### config.mk
export PLATFORM = sky130hd
export DESIGN_NAME = dcrp_regs
export DESIGN_NICKNAME = d
export VERILOG_FILES = /design/src/design/dcrp_pkg.sv /design/src/design/dcrp_sel_if.sv /design/src/design/dcrp_ref_select.sv /design/src/design/dcrp_regs.sv
export VERILOG_INCLUDE_DIRS = /design/src /design/src/design
export SDC_FILE = /design/constraint.sdc
export NUM_CORES = 1
export LEC_CHECK = 0
export BUFFER_PORTS_ARGS = -buffer_cell sky130_fd_sc_hd__buf_2
export CORE_UTILIZATION = 30
export CTS_CLUSTER_SIZE = 30
export DETAILED_ROUTE_END_ITERATION = 10
export PLACE_DENSITY = 0.56
export SYNTH_ARGS = -nofsm -noshare
export SYNTH_HDL_FRONTEND = slang
export SYNTH_SLANG_ARGS = --single-unit
### constraint.sdc
create_clock -name clk -period 3.4 [get_ports clk]
set_clock_uncertainty 0.2 [all_clocks]
set_input_delay 0 -clock clk [delete_from_list [all_inputs] [get_ports clk]]
set_output_delay 0 -clock clk [all_outputs]
set_load 0.01 [all_outputs]
### src/design/dcrp_cfg.svh
`ifndef DCRP_CFG_SVH
`define DCRP_CFG_SVH

// Register offsets
`define DCRP_ADDR_LOOP_CTRL   8'h30
`define DCRP_ADDR_RANK_UPPER  8'h31
`define DCRP_ADDR_RANK_LOWER  8'h32
`define DCRP_ADDR_VAR_BW      8'hBB

// Reset values
`define DCRP_RST_LOOP_CTRL    8'h0C
`define DCRP_RST_RANK_UPPER   8'h32
`define DCRP_RST_RANK_LOWER   8'h10
`define DCRP_RDATA_UNMAPPED   8'h00

// Field positions
`define DCRP_SLOPE_LSB        2
`define DCRP_SLOPE_MSB        3
`define DCRP_TIE_CLR_BIT      4
`define DCRP_BW_LSB           5
`define DCRP_BW_MSB           7
`define DCRP_RANK_TWO_LSB     0
`define DCRP_RANK_TWO_MSB     2
`define DCRP_RANK_THREE_LSB   4
`define DCRP_RANK_THREE_MSB   6

// Special codes
`define DCRP_RANK_DISABLED    3'h7
`define DCRP_BW_VARIABLE      3'h7

// Phase slope limits in ns/s
`define DCRP_SLOPE_61_NSPS    16'hEE48
`define DCRP_SLOPE_7P5_NSPS   16'h1D4C
`define DCRP_SLOPE_0P885_NSPS 16'h0375
`define DCRP_SLOPE_NONE_NSPS  16'h0000

// Fixed loop bandwidths in Hz
`define DCRP_BW_14_HZ         10'h00E
`define DCRP_BW_28_HZ         10'h01C
`define DCRP_BW_56_HZ         10'h038
`define DCRP_BW_112_HZ        10'h070
`define DCRP_BW_224_HZ        10'h0E0
`define DCRP_BW_448_HZ        10'h1C0
`define DCRP_BW_896_HZ        10'h380
`define DCRP_BW_NONE_HZ       10'h000

`endif

### src/design/dcrp_pkg.sv
package dcrp_pkg;

  typedef logic [2:0] dcrp_rank_t;

  typedef enum logic [1:0] {
    DCRP_SLOPE_61    = 2'b00,
    DCRP_SLOPE_7P5   = 2'b01,
    DCRP_SLOPE_0P885 = 2'b10,
    DCRP_SLOPE_NONE  = 2'b11
  } dcrp_slope_t;

  typedef enum logic [2:0] {
    DCRP_BW_14  = 3'b000,
    DCRP_BW_28  = 3'b001,
    DCRP_BW_56  = 3'b010,
    DCRP_BW_112 = 3'b011,
    DCRP_BW_224 = 3'b100,
    DCRP_BW_448 = 3'b101,
    DCRP_BW_896 = 3'b110,
    DCRP_BW_VAR = 3'b111
  } dcrp_bw_t;

endpackage

### src/design/dcrp_sel_if.sv
`timescale 1ns/100ps
`default_nettype none

interface dcrp_sel_if #(
  parameter int NREF = 2,
  parameter int IW   = 1
);
  dcrp_pkg::dcrp_rank_t [NREF-1:0] rank;
  logic [NREF-1:0]                 ref_failed;
  logic                            auto_en;
  logic [IW-1:0]                   sel_idx;
  logic                            sel_valid;

  modport reg_side (output rank, output ref_failed, output auto_en,
                    input sel_idx, input sel_valid);
  modport sel_side (input rank, input ref_failed, input auto_en,
                    output sel_idx, output sel_valid);
endinterface

`default_nettype wire

### src/design/dcrp_ref_select.sv
`timescale 1ns/100ps
`default_nettype none
`include "dcrp_cfg.svh"

module dcrp_ref_select #(
  parameter int NREF = 2,
  parameter int IW   = 1
) (
  // Clock and reset
  input wire logic clk,
  input wire logic rst,
  // Selection link
  dcrp_sel_if.sel_side sel
);

  logic [NREF-1:0]      elig;
  logic                 any_elig;
  dcrp_pkg::dcrp_rank_t best_rank;
  logic [IW-1:0]        best_idx;
  dcrp_pkg::dcrp_rank_t cur_rank;
  logic                 keep;
  logic [IW-1:0]        sel_idx_r;
  logic                 sel_valid_r;

  ////////////////////////////////////////////////////////////////////////////
  // Eligibility per reference
  genvar g;
  for (g = 0; g < NREF; g++) begin : g_elig
    assign elig[g] = !sel.ref_failed[g] && (sel.rank[g] != `DCRP_RANK_DISABLED);
  end

  assign any_elig = |elig;

  // Lowest rank number wins, lowest index breaks ties
  always_comb begin
    best_rank = `DCRP_RANK_DISABLED;
    best_idx  = '0;
    for (int i = NREF - 1; i >= 0; i--) begin
      if (elig[i] && (sel.rank[i] <= best_rank)) begin
        best_rank = sel.rank[i];
        best_idx  = IW'(i);
      end
    end
  end

  assign cur_rank = sel.rank[sel_idx_r];
  assign keep     = sel_valid_r && elig[sel_idx_r] && (cur_rank == best_rank);

  ////////////////////////////////////////////////////////////////////////////
  // Selected reference
  always_ff @(posedge clk) begin
    if (rst) begin
      sel_idx_r   <= '0;
      sel_valid_r <= 1'b0;
    end else if (sel.auto_en) begin
      if (!any_elig) begin
        sel_valid_r <= 1'b0;
      end else if (!keep) begin
        sel_idx_r   <= best_idx;
        sel_valid_r <= 1'b1;
      end
    end
  end

  assign sel.sel_idx   = sel_idx_r;
  assign sel.sel_valid = sel_valid_r;
endmodule // dcrp_ref_select

`default_nettype wire

### src/design/dcrp_regs.sv
//
// Contract
// Slope code sets phase slew limit
// Offset-clear bit requests output phase alignment
// Software keeps offset-clear low for hitless switching
// Bandwidth code 000..110 gives 14..896 Hz
// Bandwidth code 111 uses variable setting
// Input two rank bits 2:0, 000 highest
// Rank 111 excludes reference from selection
// Different ranks switch revertively to lowest
// Equal ranks switch non-revertively
// Mixed ranks combine both switching behaviours
// Input three rank at bits 6:4
// Codes 011..110 are ranks four..seven
// Reserved bits stored, read back, unused
//
`timescale 1ns/100ps
`default_nettype none
`include "dcrp_cfg.svh"

module dcrp_regs #(
  parameter int NREF = 2,
  parameter int IW   = 1
) (
  // Clock and reset
  input  wire logic       clk,
  input  wire logic       rst,
  // Host register port
  input  wire logic [7:0] reg_addr,
  input  wire logic       reg_wr,
  input  wire logic [7:0] reg_wdata,
  input  wire logic       reg_rd,
  output logic      [7:0] reg_rdata,
  output logic            reg_rvalid,
  // Loop filter controls
  input  wire logic [7:0] variable_bandwidth_setting,
  output logic     [15:0] slope_limit_nsps,
  output logic            slope_unlimited,
  output logic            phase_align_req,
  output logic      [9:0] loop_bandwidth_hz,
  output logic            use_variable_bandwidth,
  output logic      [7:0] variable_bandwidth_out,
  // Reference switching
  input  wire logic       auto_switch_en,
  input  wire logic [1:0] ref_failed,
  output logic      [2:0] input_two_rank,
  output logic      [2:0] input_three_rank,
  output logic            selected_ref,
  output logic            selected_valid
);

  logic [7:0]  loop_ctrl_r;
  logic [7:0]  rank_upper_r;
  logic [7:0]  rank_lower_r;
  logic [7:0]  rdata_nxt;
  logic [7:0]  reg_rdata_r;
  logic        reg_rvalid_r;

  logic [15:0] slope_nsps_nxt;
  logic [9:0]  bw_hz_nxt;
  logic [15:0] slope_nsps_r;
  logic        slope_unl_r;
  logic        phase_align_r;
  logic [9:0]  bw_hz_r;
  logic        use_var_r;
  logic [7:0]  var_bw_r;

  dcrp_pkg::dcrp_slope_t slope_code;
  dcrp_pkg::dcrp_bw_t    bw_code;

  dcrp_sel_if #(.NREF(NREF), .IW(IW)) sel_link ();

  ////////////////////////////////////////////////////////////////////////////
  // Register writes
  always_ff @(posedge clk) begin
    if (rst) begin
      loop_ctrl_r <= `DCRP_RST_LOOP_CTRL;
    end else if (reg_wr && (reg_addr == `DCRP_ADDR_LOOP_CTRL)) begin
      loop_ctrl_r <= reg_wdata;
    end
  end

  always_ff @(posedge clk) begin
    if (rst) begin
      rank_upper_r <= `DCRP_RST_RANK_UPPER;
    end else if (reg_wr && (reg_addr == `DCRP_ADDR_RANK_UPPER)) begin
      rank_upper_r <= reg_wdata;
    end
  end

  always_ff @(posedge clk) begin
    if (rst) begin
      rank_lower_r <= `DCRP_RST_RANK_LOWER;
    end else if (reg_wr && (reg_addr == `DCRP_ADDR_RANK_LOWER)) begin
      rank_lower_r <= reg_wdata;
    end
  end

  ////////////////////////////////////////////////////////////////////////////
  // Register reads
  always_comb begin
    if (reg_addr == `DCRP_ADDR_LOOP_CTRL) begin
      rdata_nxt = loop_ctrl_r;
    end else if (reg_addr == `DCRP_ADDR_RANK_UPPER) begin
      rdata_nxt = rank_upper_r;
    end else if (reg_addr == `DCRP_ADDR_RANK_LOWER) begin
      rdata_nxt = rank_lower_r;
    end else begin
      rdata_nxt = `DCRP_RDATA_UNMAPPED;
    end
  end

  always_ff @(posedge clk) begin
    if (rst) begin
      reg_rdata_r  <= `DCRP_RDATA_UNMAPPED;
      reg_rvalid_r <= 1'b0;
    end else begin
      reg_rvalid_r <= reg_rd;
      if (reg_rd) begin
        reg_rdata_r <= rdata_nxt;
      end
    end
  end

  assign reg_rdata  = reg_rdata_r;
  assign reg_rvalid = reg_rvalid_r;

  ////////////////////////////////////////////////////////////////////////////
  // Loop control decode
  assign slope_code = dcrp_pkg::dcrp_slope_t'(loop_ctrl_r[`DCRP_SLOPE_MSB:`DCRP_SLOPE_LSB]);
  assign bw_code    = dcrp_pkg::dcrp_bw_t'(loop_ctrl_r[`DCRP_BW_MSB:`DCRP_BW_LSB]);

  always_comb begin
    case (slope_code)
      dcrp_pkg::DCRP_SLOPE_61:    slope_nsps_nxt = `DCRP_SLOPE_61_NSPS;
      dcrp_pkg::DCRP_SLOPE_7P5:   slope_nsps_nxt = `DCRP_SLOPE_7P5_NSPS;
      dcrp_pkg::DCRP_SLOPE_0P885: slope_nsps_nxt = `DCRP_SLOPE_0P885_NSPS;
      default:                    slope_nsps_nxt = `DCRP_SLOPE_NONE_NSPS;
    endcase
  end

  always_comb begin
    case (bw_code)
      dcrp_pkg::DCRP_BW_14:  bw_hz_nxt = `DCRP_BW_14_HZ;
      dcrp_pkg::DCRP_BW_28:  bw_hz_nxt = `DCRP_BW_28_HZ;
      dcrp_pkg::DCRP_BW_56:  bw_hz_nxt = `DCRP_BW_56_HZ;
      dcrp_pkg::DCRP_BW_112: bw_hz_nxt = `DCRP_BW_112_HZ;
      dcrp_pkg::DCRP_BW_224: bw_hz_nxt = `DCRP_BW_224_HZ;
      dcrp_pkg::DCRP_BW_448: bw_hz_nxt = `DCRP_BW_448_HZ;
      dcrp_pkg::DCRP_BW_896: bw_hz_nxt = `DCRP_BW_896_HZ;
      default:               bw_hz_nxt = `DCRP_BW_NONE_HZ;
    endcase
  end

  ////////////////////////////////////////////////////////////////////////////
  // Slope limit outputs
  always_ff @(posedge clk) begin
    if (rst) begin
      slope_nsps_r <= `DCRP_SLOPE_NONE_NSPS;
      slope_unl_r  <= 1'b0;
    end else begin
      slope_nsps_r <= slope_nsps_nxt;
      slope_unl_r  <= (slope_code == dcrp_pkg::DCRP_SLOPE_NONE);
    end
  end

  // Phase alignment request
  always_ff @(posedge clk) begin
    if (rst) begin
      phase_align_r <= 1'b0;
    end else begin
      phase_align_r <= loop_ctrl_r[`DCRP_TIE_CLR_BIT];
    end
  end

  // Loop bandwidth outputs
  always_ff @(posedge clk) begin
    if (rst) begin
      bw_hz_r   <= `DCRP_BW_NONE_HZ;
      use_var_r <= 1'b0;
      var_bw_r  <= 8'h00;
    end else begin
      bw_hz_r   <= bw_hz_nxt;
      use_var_r <= (bw_code == dcrp_pkg::DCRP_BW_VAR);
      var_bw_r  <= (bw_code == dcrp_pkg::DCRP_BW_VAR) ? variable_bandwidth_setting : 8'h00;
    end
  end

  assign slope_limit_nsps       = slope_nsps_r;
  assign slope_unlimited        = slope_unl_r;
  assign phase_align_req        = phase_align_r;
  assign loop_bandwidth_hz      = bw_hz_r;
  assign use_variable_bandwidth = use_var_r;
  assign variable_bandwidth_out = var_bw_r;

  ////////////////////////////////////////////////////////////////////////////
  // Reference ranks and selection
  assign sel_link.rank[0]    = rank_upper_r[`DCRP_RANK_TWO_MSB:`DCRP_RANK_TWO_LSB];
  assign sel_link.rank[1]    = rank_upper_r[`DCRP_RANK_THREE_MSB:`DCRP_RANK_THREE_LSB];
  assign sel_link.ref_failed = ref_failed;
  assign sel_link.auto_en    = auto_switch_en;

  dcrp_ref_select #(.NREF(NREF), .IW(IW)) u_select (
    .clk (clk),
    .rst (rst),
    .sel (sel_link.sel_side)
  );

  assign input_two_rank   = rank_upper_r[`DCRP_RANK_TWO_MSB:`DCRP_RANK_TWO_LSB];
  assign input_three_rank = rank_upper_r[`DCRP_RANK_THREE_MSB:`DCRP_RANK_THREE_LSB];
  assign selected_ref     = sel_link.sel_idx[0];
  assign selected_valid   = sel_link.sel_valid;
endmodule // dcrp_regs

`default_nettype wire

* Word-level counts from Yosys, hierarchy flattened
Index checks and enable logic that the tools add are counted.
** Storage, ports and cells
- Bits in registers :: 72
- Word-level logic and storage cells :: 67
- Output and inout port bits :: 54
- Input bits :: 31
** Operators by class
- Bitwise operators :: 2
- Multiplexer cells :: 15
- Reduce and logical (&&, ||, !) cells :: 17
- Equality and inequality tests :: 17
- Order comparisons :: 3
** Operators with widths (number)
- case mux 10 bit (7 select lines) :: 1
- case mux 16 bit (3 select lines) :: 1
- == test 8 x 6 -> 1 bit, second input constant :: 3
- 2-to-1 mux 8 bit :: 3
- == test 3 bit, second input constant :: 4
- 2-to-1 mux 3 bit :: 4
- logical AND 1 bit :: 9
- == test 3 x 2 -> 1 bit, second input constant :: 2
- 2-to-1 mux 1 bit :: 6
- != test 3 bit, second input constant :: 2
- == test 2 bit, second input constant :: 2
- OR reduction 2 bit :: 2
- == test 3 x 1 -> 1 bit, second input constant :: 1
- == test 3 bit :: 1
- less-or-equal comparator 3 bit :: 1
- less-or-equal comparator 3 bit, second input constant :: 1
- logical NOT 3 bit :: 1
- AND reduction 3 bit :: 1
- == test 2 x 1 -> 1 bit, second input constant :: 1
- logical NOT 1 bit :: 2
- logical NOT 2 bit :: 1
- < comparator 1 x 2 -> 1 bit, second input constant :: 1
- != test 2 bit, second input constant :: 1
- inverter 1 bit :: 2
- AND reduction 2 bit :: 1

* Longest topological paths before layout
- Word-level depth :: 11
- Depth in mapped cells :: 9
- Mapped depth without buffers :: 8

* Modules after synthesis
A second synthesis with hierarchy kept.
** Unflattened totals
- Cells, all modules :: 305
- Area, all modules :: 2936.6 um2
** Modules (own cells, without submodules)
- dcrp_regs :: cells an instance 252, area an instance 2521.2 um2, instances 1
- dcrp_ref_select :: cells an instance 53, area an instance 415.4 um2, instances 1

* Worst setup path before layout
No wires, ideal clock.
- Path kind :: flip-flop to flip-flop
- From :: register rank_upper_r[4]
- To :: register u_select.sel_idx_r, in the netlist u_select.sel.sel_idx
- Library setup time :: 0.092 ns
- Path buffers :: 1
- Cell stages (with the launch flop) :: 10
- Slack :: 1.159 ns
- Data arrival time :: 1.949 ns
- Cells stage by stage :: dfxtp_1 -> clkbuf_1 -> or2_2 -> ha_1 -> nand3_1 -> o21ai_0 -> o21ai_0 -> mux2i_1 -> a31oi_1 -> o32ai_1
** On the way
- Cells in the longest elaborated chain, start to end :: 11
- Elaborated cells on any way between the ends :: 20
- Those cells by class :: 2 x order compare; 2 x eq/ne; 8 x mux; 1 x bitwise; 7 x reduce/logical
** Ends and longest elaborated chain
- start, declared :: line dcrp_regs.sv:53 : logic [7:0] rank_upper_r;
- start signal, assigned :: line dcrp_regs.sv:85 : rank_upper_r <= `DCRP_RST_RANK_UPPER;
- start signal, assigned :: line dcrp_regs.sv:87 : rank_upper_r <= reg_wdata;
- branches (longest 11 deep; another with less-or-equal comparator 3 bit)
- end signal, assigned :: line dcrp_ref_select.sv:59 : sel_idx_r <= best_idx;
- end, declared :: line dcrp_ref_select.sv:22 : logic [IW-1:0] sel_idx_r;
Several ways; the timed one is not identified. The select of a mux whose other input is x is not followed.
A chain may end at the register's enable or synchronous reset.

* Worst setup path in the final report
Same ends and word-level chain as after synthesis.

==> impl_results.md <==
* Worst path cell trace: or2_2 -> ha_1 -> nand3_1 -> o21ai_0 -> o21ai_0 -> mux2i_1 -> a31oi_1 -> o32ai_1 -> dlygate4sd3_1
* Clk network pwr share at 0.446
* Outcome: finished clean
* Resize count post-CTS at 0
* Slew Limit Headroom at 0.5457
* Syn Area/Cell at 9.143 µm²
* Initial Util at 0.3120
* Nets at between 400 and 500
* Startpoint types: flip-flop
* Most frequent CP cell: o21ai_0
* Post-synth top flop: dfxtp_1
* Via count at 2282
* Yosys warning total at 0
* Final Instance Count excl. Fillers at a little over 500
* Die height at 97.46 µm
* Worst Setup End Kind: flip-flop
* Largest net degree at the start of global routing at 44
* Fin crit share at 0.8528
* Core area at 0.008763 mm²
* Delay-heaviest family, CP: compound AO/OA/AOI/OAI gates
* Register-to-register setup slack at 0.50 ns
* Max-cap violations at 0
* Post-DP HPWL at 4.331 mm
* Multi-input gate area at 0.001272 mm²
* Pwr Density at 414.6 mW/mm²
* Post-synth EDFFs at 0
* H-Tree Depth at 3
* Average via count per standard cell at between 4 and 5
* CTS Buf Count at 9
* Remaining antenna violation count at 0
* Clock Sinks at 62
* Syn Inst Count at 299
* Sequential Power Share at 0.487
* Peak supply drop at 0.2018 mV
* Final Hold Viols at 0
* FILL cells at 897
* CTS root buffer: clkbuf_8
* DIE AREA at 0.009498 mm²
* Post-synth cell types at 36
* CTS tree: done
* FP Rows at 34
* Final wirelength at between 6 and 7 mm
* Final Critical Period at 2.899 ns
* ANT cells at 0
* Clk_lat worst skew at roughly 0.34 ns
* RePlAce Congestion at slightly above 0.8
* Pre-Repair DR Iteration Count at 4
* Placed Cells incl. Taps at 458
* Fmax at 0.3449 GHz
* Final hold slack at about 0.15 ns
* Vias in the first global route at ~2.2k
* Residual DRC count at 0
* Die width at 97.46 µm
* Area Overhead vs Synth at 33.04%
* Crit Path Class: reg2reg
* CTS Buffer Depth at 2
* Io pins at 85
* Global-route wire length before repair at approximately 11 mm
* Slowest stage cell on the critical path: dlygate4sd3_1
* Register area at around 0.0012 mm²
* Psw at 334.5 µW
* GRT overflow at 0
* Worst EP arrival at 2.99 ns
* I/O Buffers at 81
* Routed WL per cell at 12.74 µm
* Fin util at 0.4150
* Netlist area before placement at ~0.0027 mm²
* Overall Power at 1508 µW
* Initial antenna violation count at 0
* Worst EP required at 3.49 ns
* Crit-path max FO at 9
* Pin slew with the least headroom to its limit at 0.6779 ns
* Gr usage total at 0.1400
* Int Pwr at roughly 1200 µW
* Crit-path max cell delay at between 0.5 and 0.6 ns
* Hold Path Class: in2reg
* Sequential area share after synthesis at 0.4540
* Layout cells sized above 1 at 0.2613
* Synth async-reset ratio at 0
* Clock-pin slew on the worst setup and hold paths at ~0.070 ns
* WP buf/inv at 1
* Sw frac at 0.2218
* Initial DRC count at 107
* Setup Viol. Count Final at 0
* #FFs+latches synth at 62
* RSZ-0062 raised after global routing: no
* Post-Route Setup TNS at 0 ns
* Leak Pwr at 0.001717 µW
* Combinational Power Share at 0.067
* Final Slew Violations at 0
==> cell usage after synthesis, types with 2 or more instances <==
master	n	area [µm²]
mux2i_1	32	320.3
o32ai_1	2	17.52
nand2_1	19	71.32
and2_1	9	56.30
nor4_1	2	12.51
nor3_1	2	10.01
ha_1	10	125.1
mux2_2	2	22.52
nor2b_1	17	106.4
buf_4	16	120.1
nand3b_1	2	15.01
buf_2	4	20.02
nor2_1	41	153.9
inv_1	10	37.54
o21ai_0	13	65.06
dfxtp_1	62	1241
a31oi_1	2	12.51
nand3_1	2	10.01
a211oi_1	4	30.03
o21a_1	3	22.52
o211ai_1	6	45.04
nor3b_1	2	15.01
a21oi_1	13	65.06
clkbuf_1	12	45.04
==> what timing repair did <==
| item | 4_1_cts | 5_1_grt |
|---|---|---|
| hold buffers | 33 | 0 |
| hold endpoints to repair | 44 | 0 |
| buffers inserted | 0 | 0 |
| endpoints found under the setup margin | 0 | 0 |
==> logic make-up (layout without fill, tap and decap cells) <==
| group | after synthesis | count (layout) | synth area share |
|---|---|---|---|
| other | 1 | 3 | 0.001372 |
| AO/OA/AOI/OAI | 44 | 44 | 0.09885 |
| XOR/XNOR | 1 | 1 | 0.003204 |
| adder cells (fa/ha/maj) | 10 | 10 | 0.04577 |
| AND/OR/NAND/NOR | 104 | 104 | 0.1881 |
| multiplexers | 34 | 34 | 0.1254 |
| buffers and inverters | 43 | 140 | 0.08330 |
| flip-flops | 62 | 62 | 0.4540 |
==> placed cells by master, fill, tap and decap left out, drive strengths merged <==
cell and n:
buf 82, dfxtp 62, nor2 41, dlygate4sd3 33
mux2i 32, nand2 20, nor2b 17, o21ai 13
a21oi 13, clkbuf 12, inv 10, ha 10
and2 9, o211ai 6, a211oi 4, o21a 3
conb 3, a31oi 3, nor3 3, nor4 2
nand3 2, o32ai 2, nand3b 2, nor3b 2
mux2 2, and3 2, or2 1, nand4b 1
nand2b 1, nand4 1, xnor2 1, clkinv 1
clkinvlp 1, bufinv 1
==> worst min-delay path: cells and delay by family <==
kind | cells | cell delay [ns]
AND/OR/NAND/NOR | 4 | 0.43
multiplexers | 1 | 0.13
buffers and inverters | 1 | 0.09
==> flip-flops by register name (all words and copies together) (netlist names) <==
name                    count
loop_bandwidth_hz           9
loop_ctrl_r                 8
rank_lower_r                8
rank_upper_r                8
reg_rdata                   8
variable_bandwidth_out      8
slope_limit_nsps            7
phase_align_req             1
reg_rvalid                  1
slope_unlimited             1
u_select.sel.sel_idx        1
u_select.sel.sel_valid      1
use_variable_bandwidth      1
==> layer usage <==
metal / GRT usage / wire, µm / vias to the layer above
met5: 0 / 0 / -
met4: 0.06787 / 131 / 0
met3: 0.03165 / 257 / 12
met2: 0.2179 / 2895 / 44
met1: 0.1823 / 3163 / 1055
li1: - / - / 1171
==> through the flow <==
step / instance area (µm²) / setup slack, ns
after floorplan: 2741 / 1.159
final: 3637 / 0.5006
after CTS: 3637 / 0.5228
after detailed placement: 3099 / 1.064
after global placement: 3099 / 1.130
after global routing: 3637 / 0.2767
==> worst paths after layout <==
| kind | start | endpoint | cells after the start |
|---|---|---|---|
| worst min-delay path | reg_addr[4] | loop_ctrl_r[6]$_SDFFE_PP0P_ | 6 |
| worst min register to register | rank_lower_r[1]$_SDFFE_PP0P_ | rank_lower_r[1]$_SDFFE_PP0P_ | 2 |
| worst max-delay path | rank_upper_r[4]$_SDFFE_PP1P_ | u_select.sel.sel_idx$_SDFFE_PP0P_ | 9 |
| worst max register to register | rank_upper_r[4]$_SDFFE_PP1P_ | u_select.sel.sel_idx$_SDFFE_PP0P_ | 9 |
==> power groups by stage <==
stage | Combinational [µW] | Sequential, µW | Clock, µW
2_1_floorplan | 41.8 | 753 | 0
3_3_place_gp | 79.1 | 751 | 0
3_5_place_dp | 79.1 | 751 | 0
4_1_cts | 101 | 735 | 692
5_1_grt | 111 | 735 | 726
6_report | 101 | 735 | 673
==> layout make-up <==
type / count / share of cell area
multi-input combinational: 196 / 0.3498
sequential: 62 / 0.3412
timing repair buffer: 115 / 0.2043
clock buffer: 12 / 0.04541
tap: 108 / 0.03715
clock inverter: 3 / 0.01170
inverter: 10 / 0.01032
(Power assumes the default switching activity.)
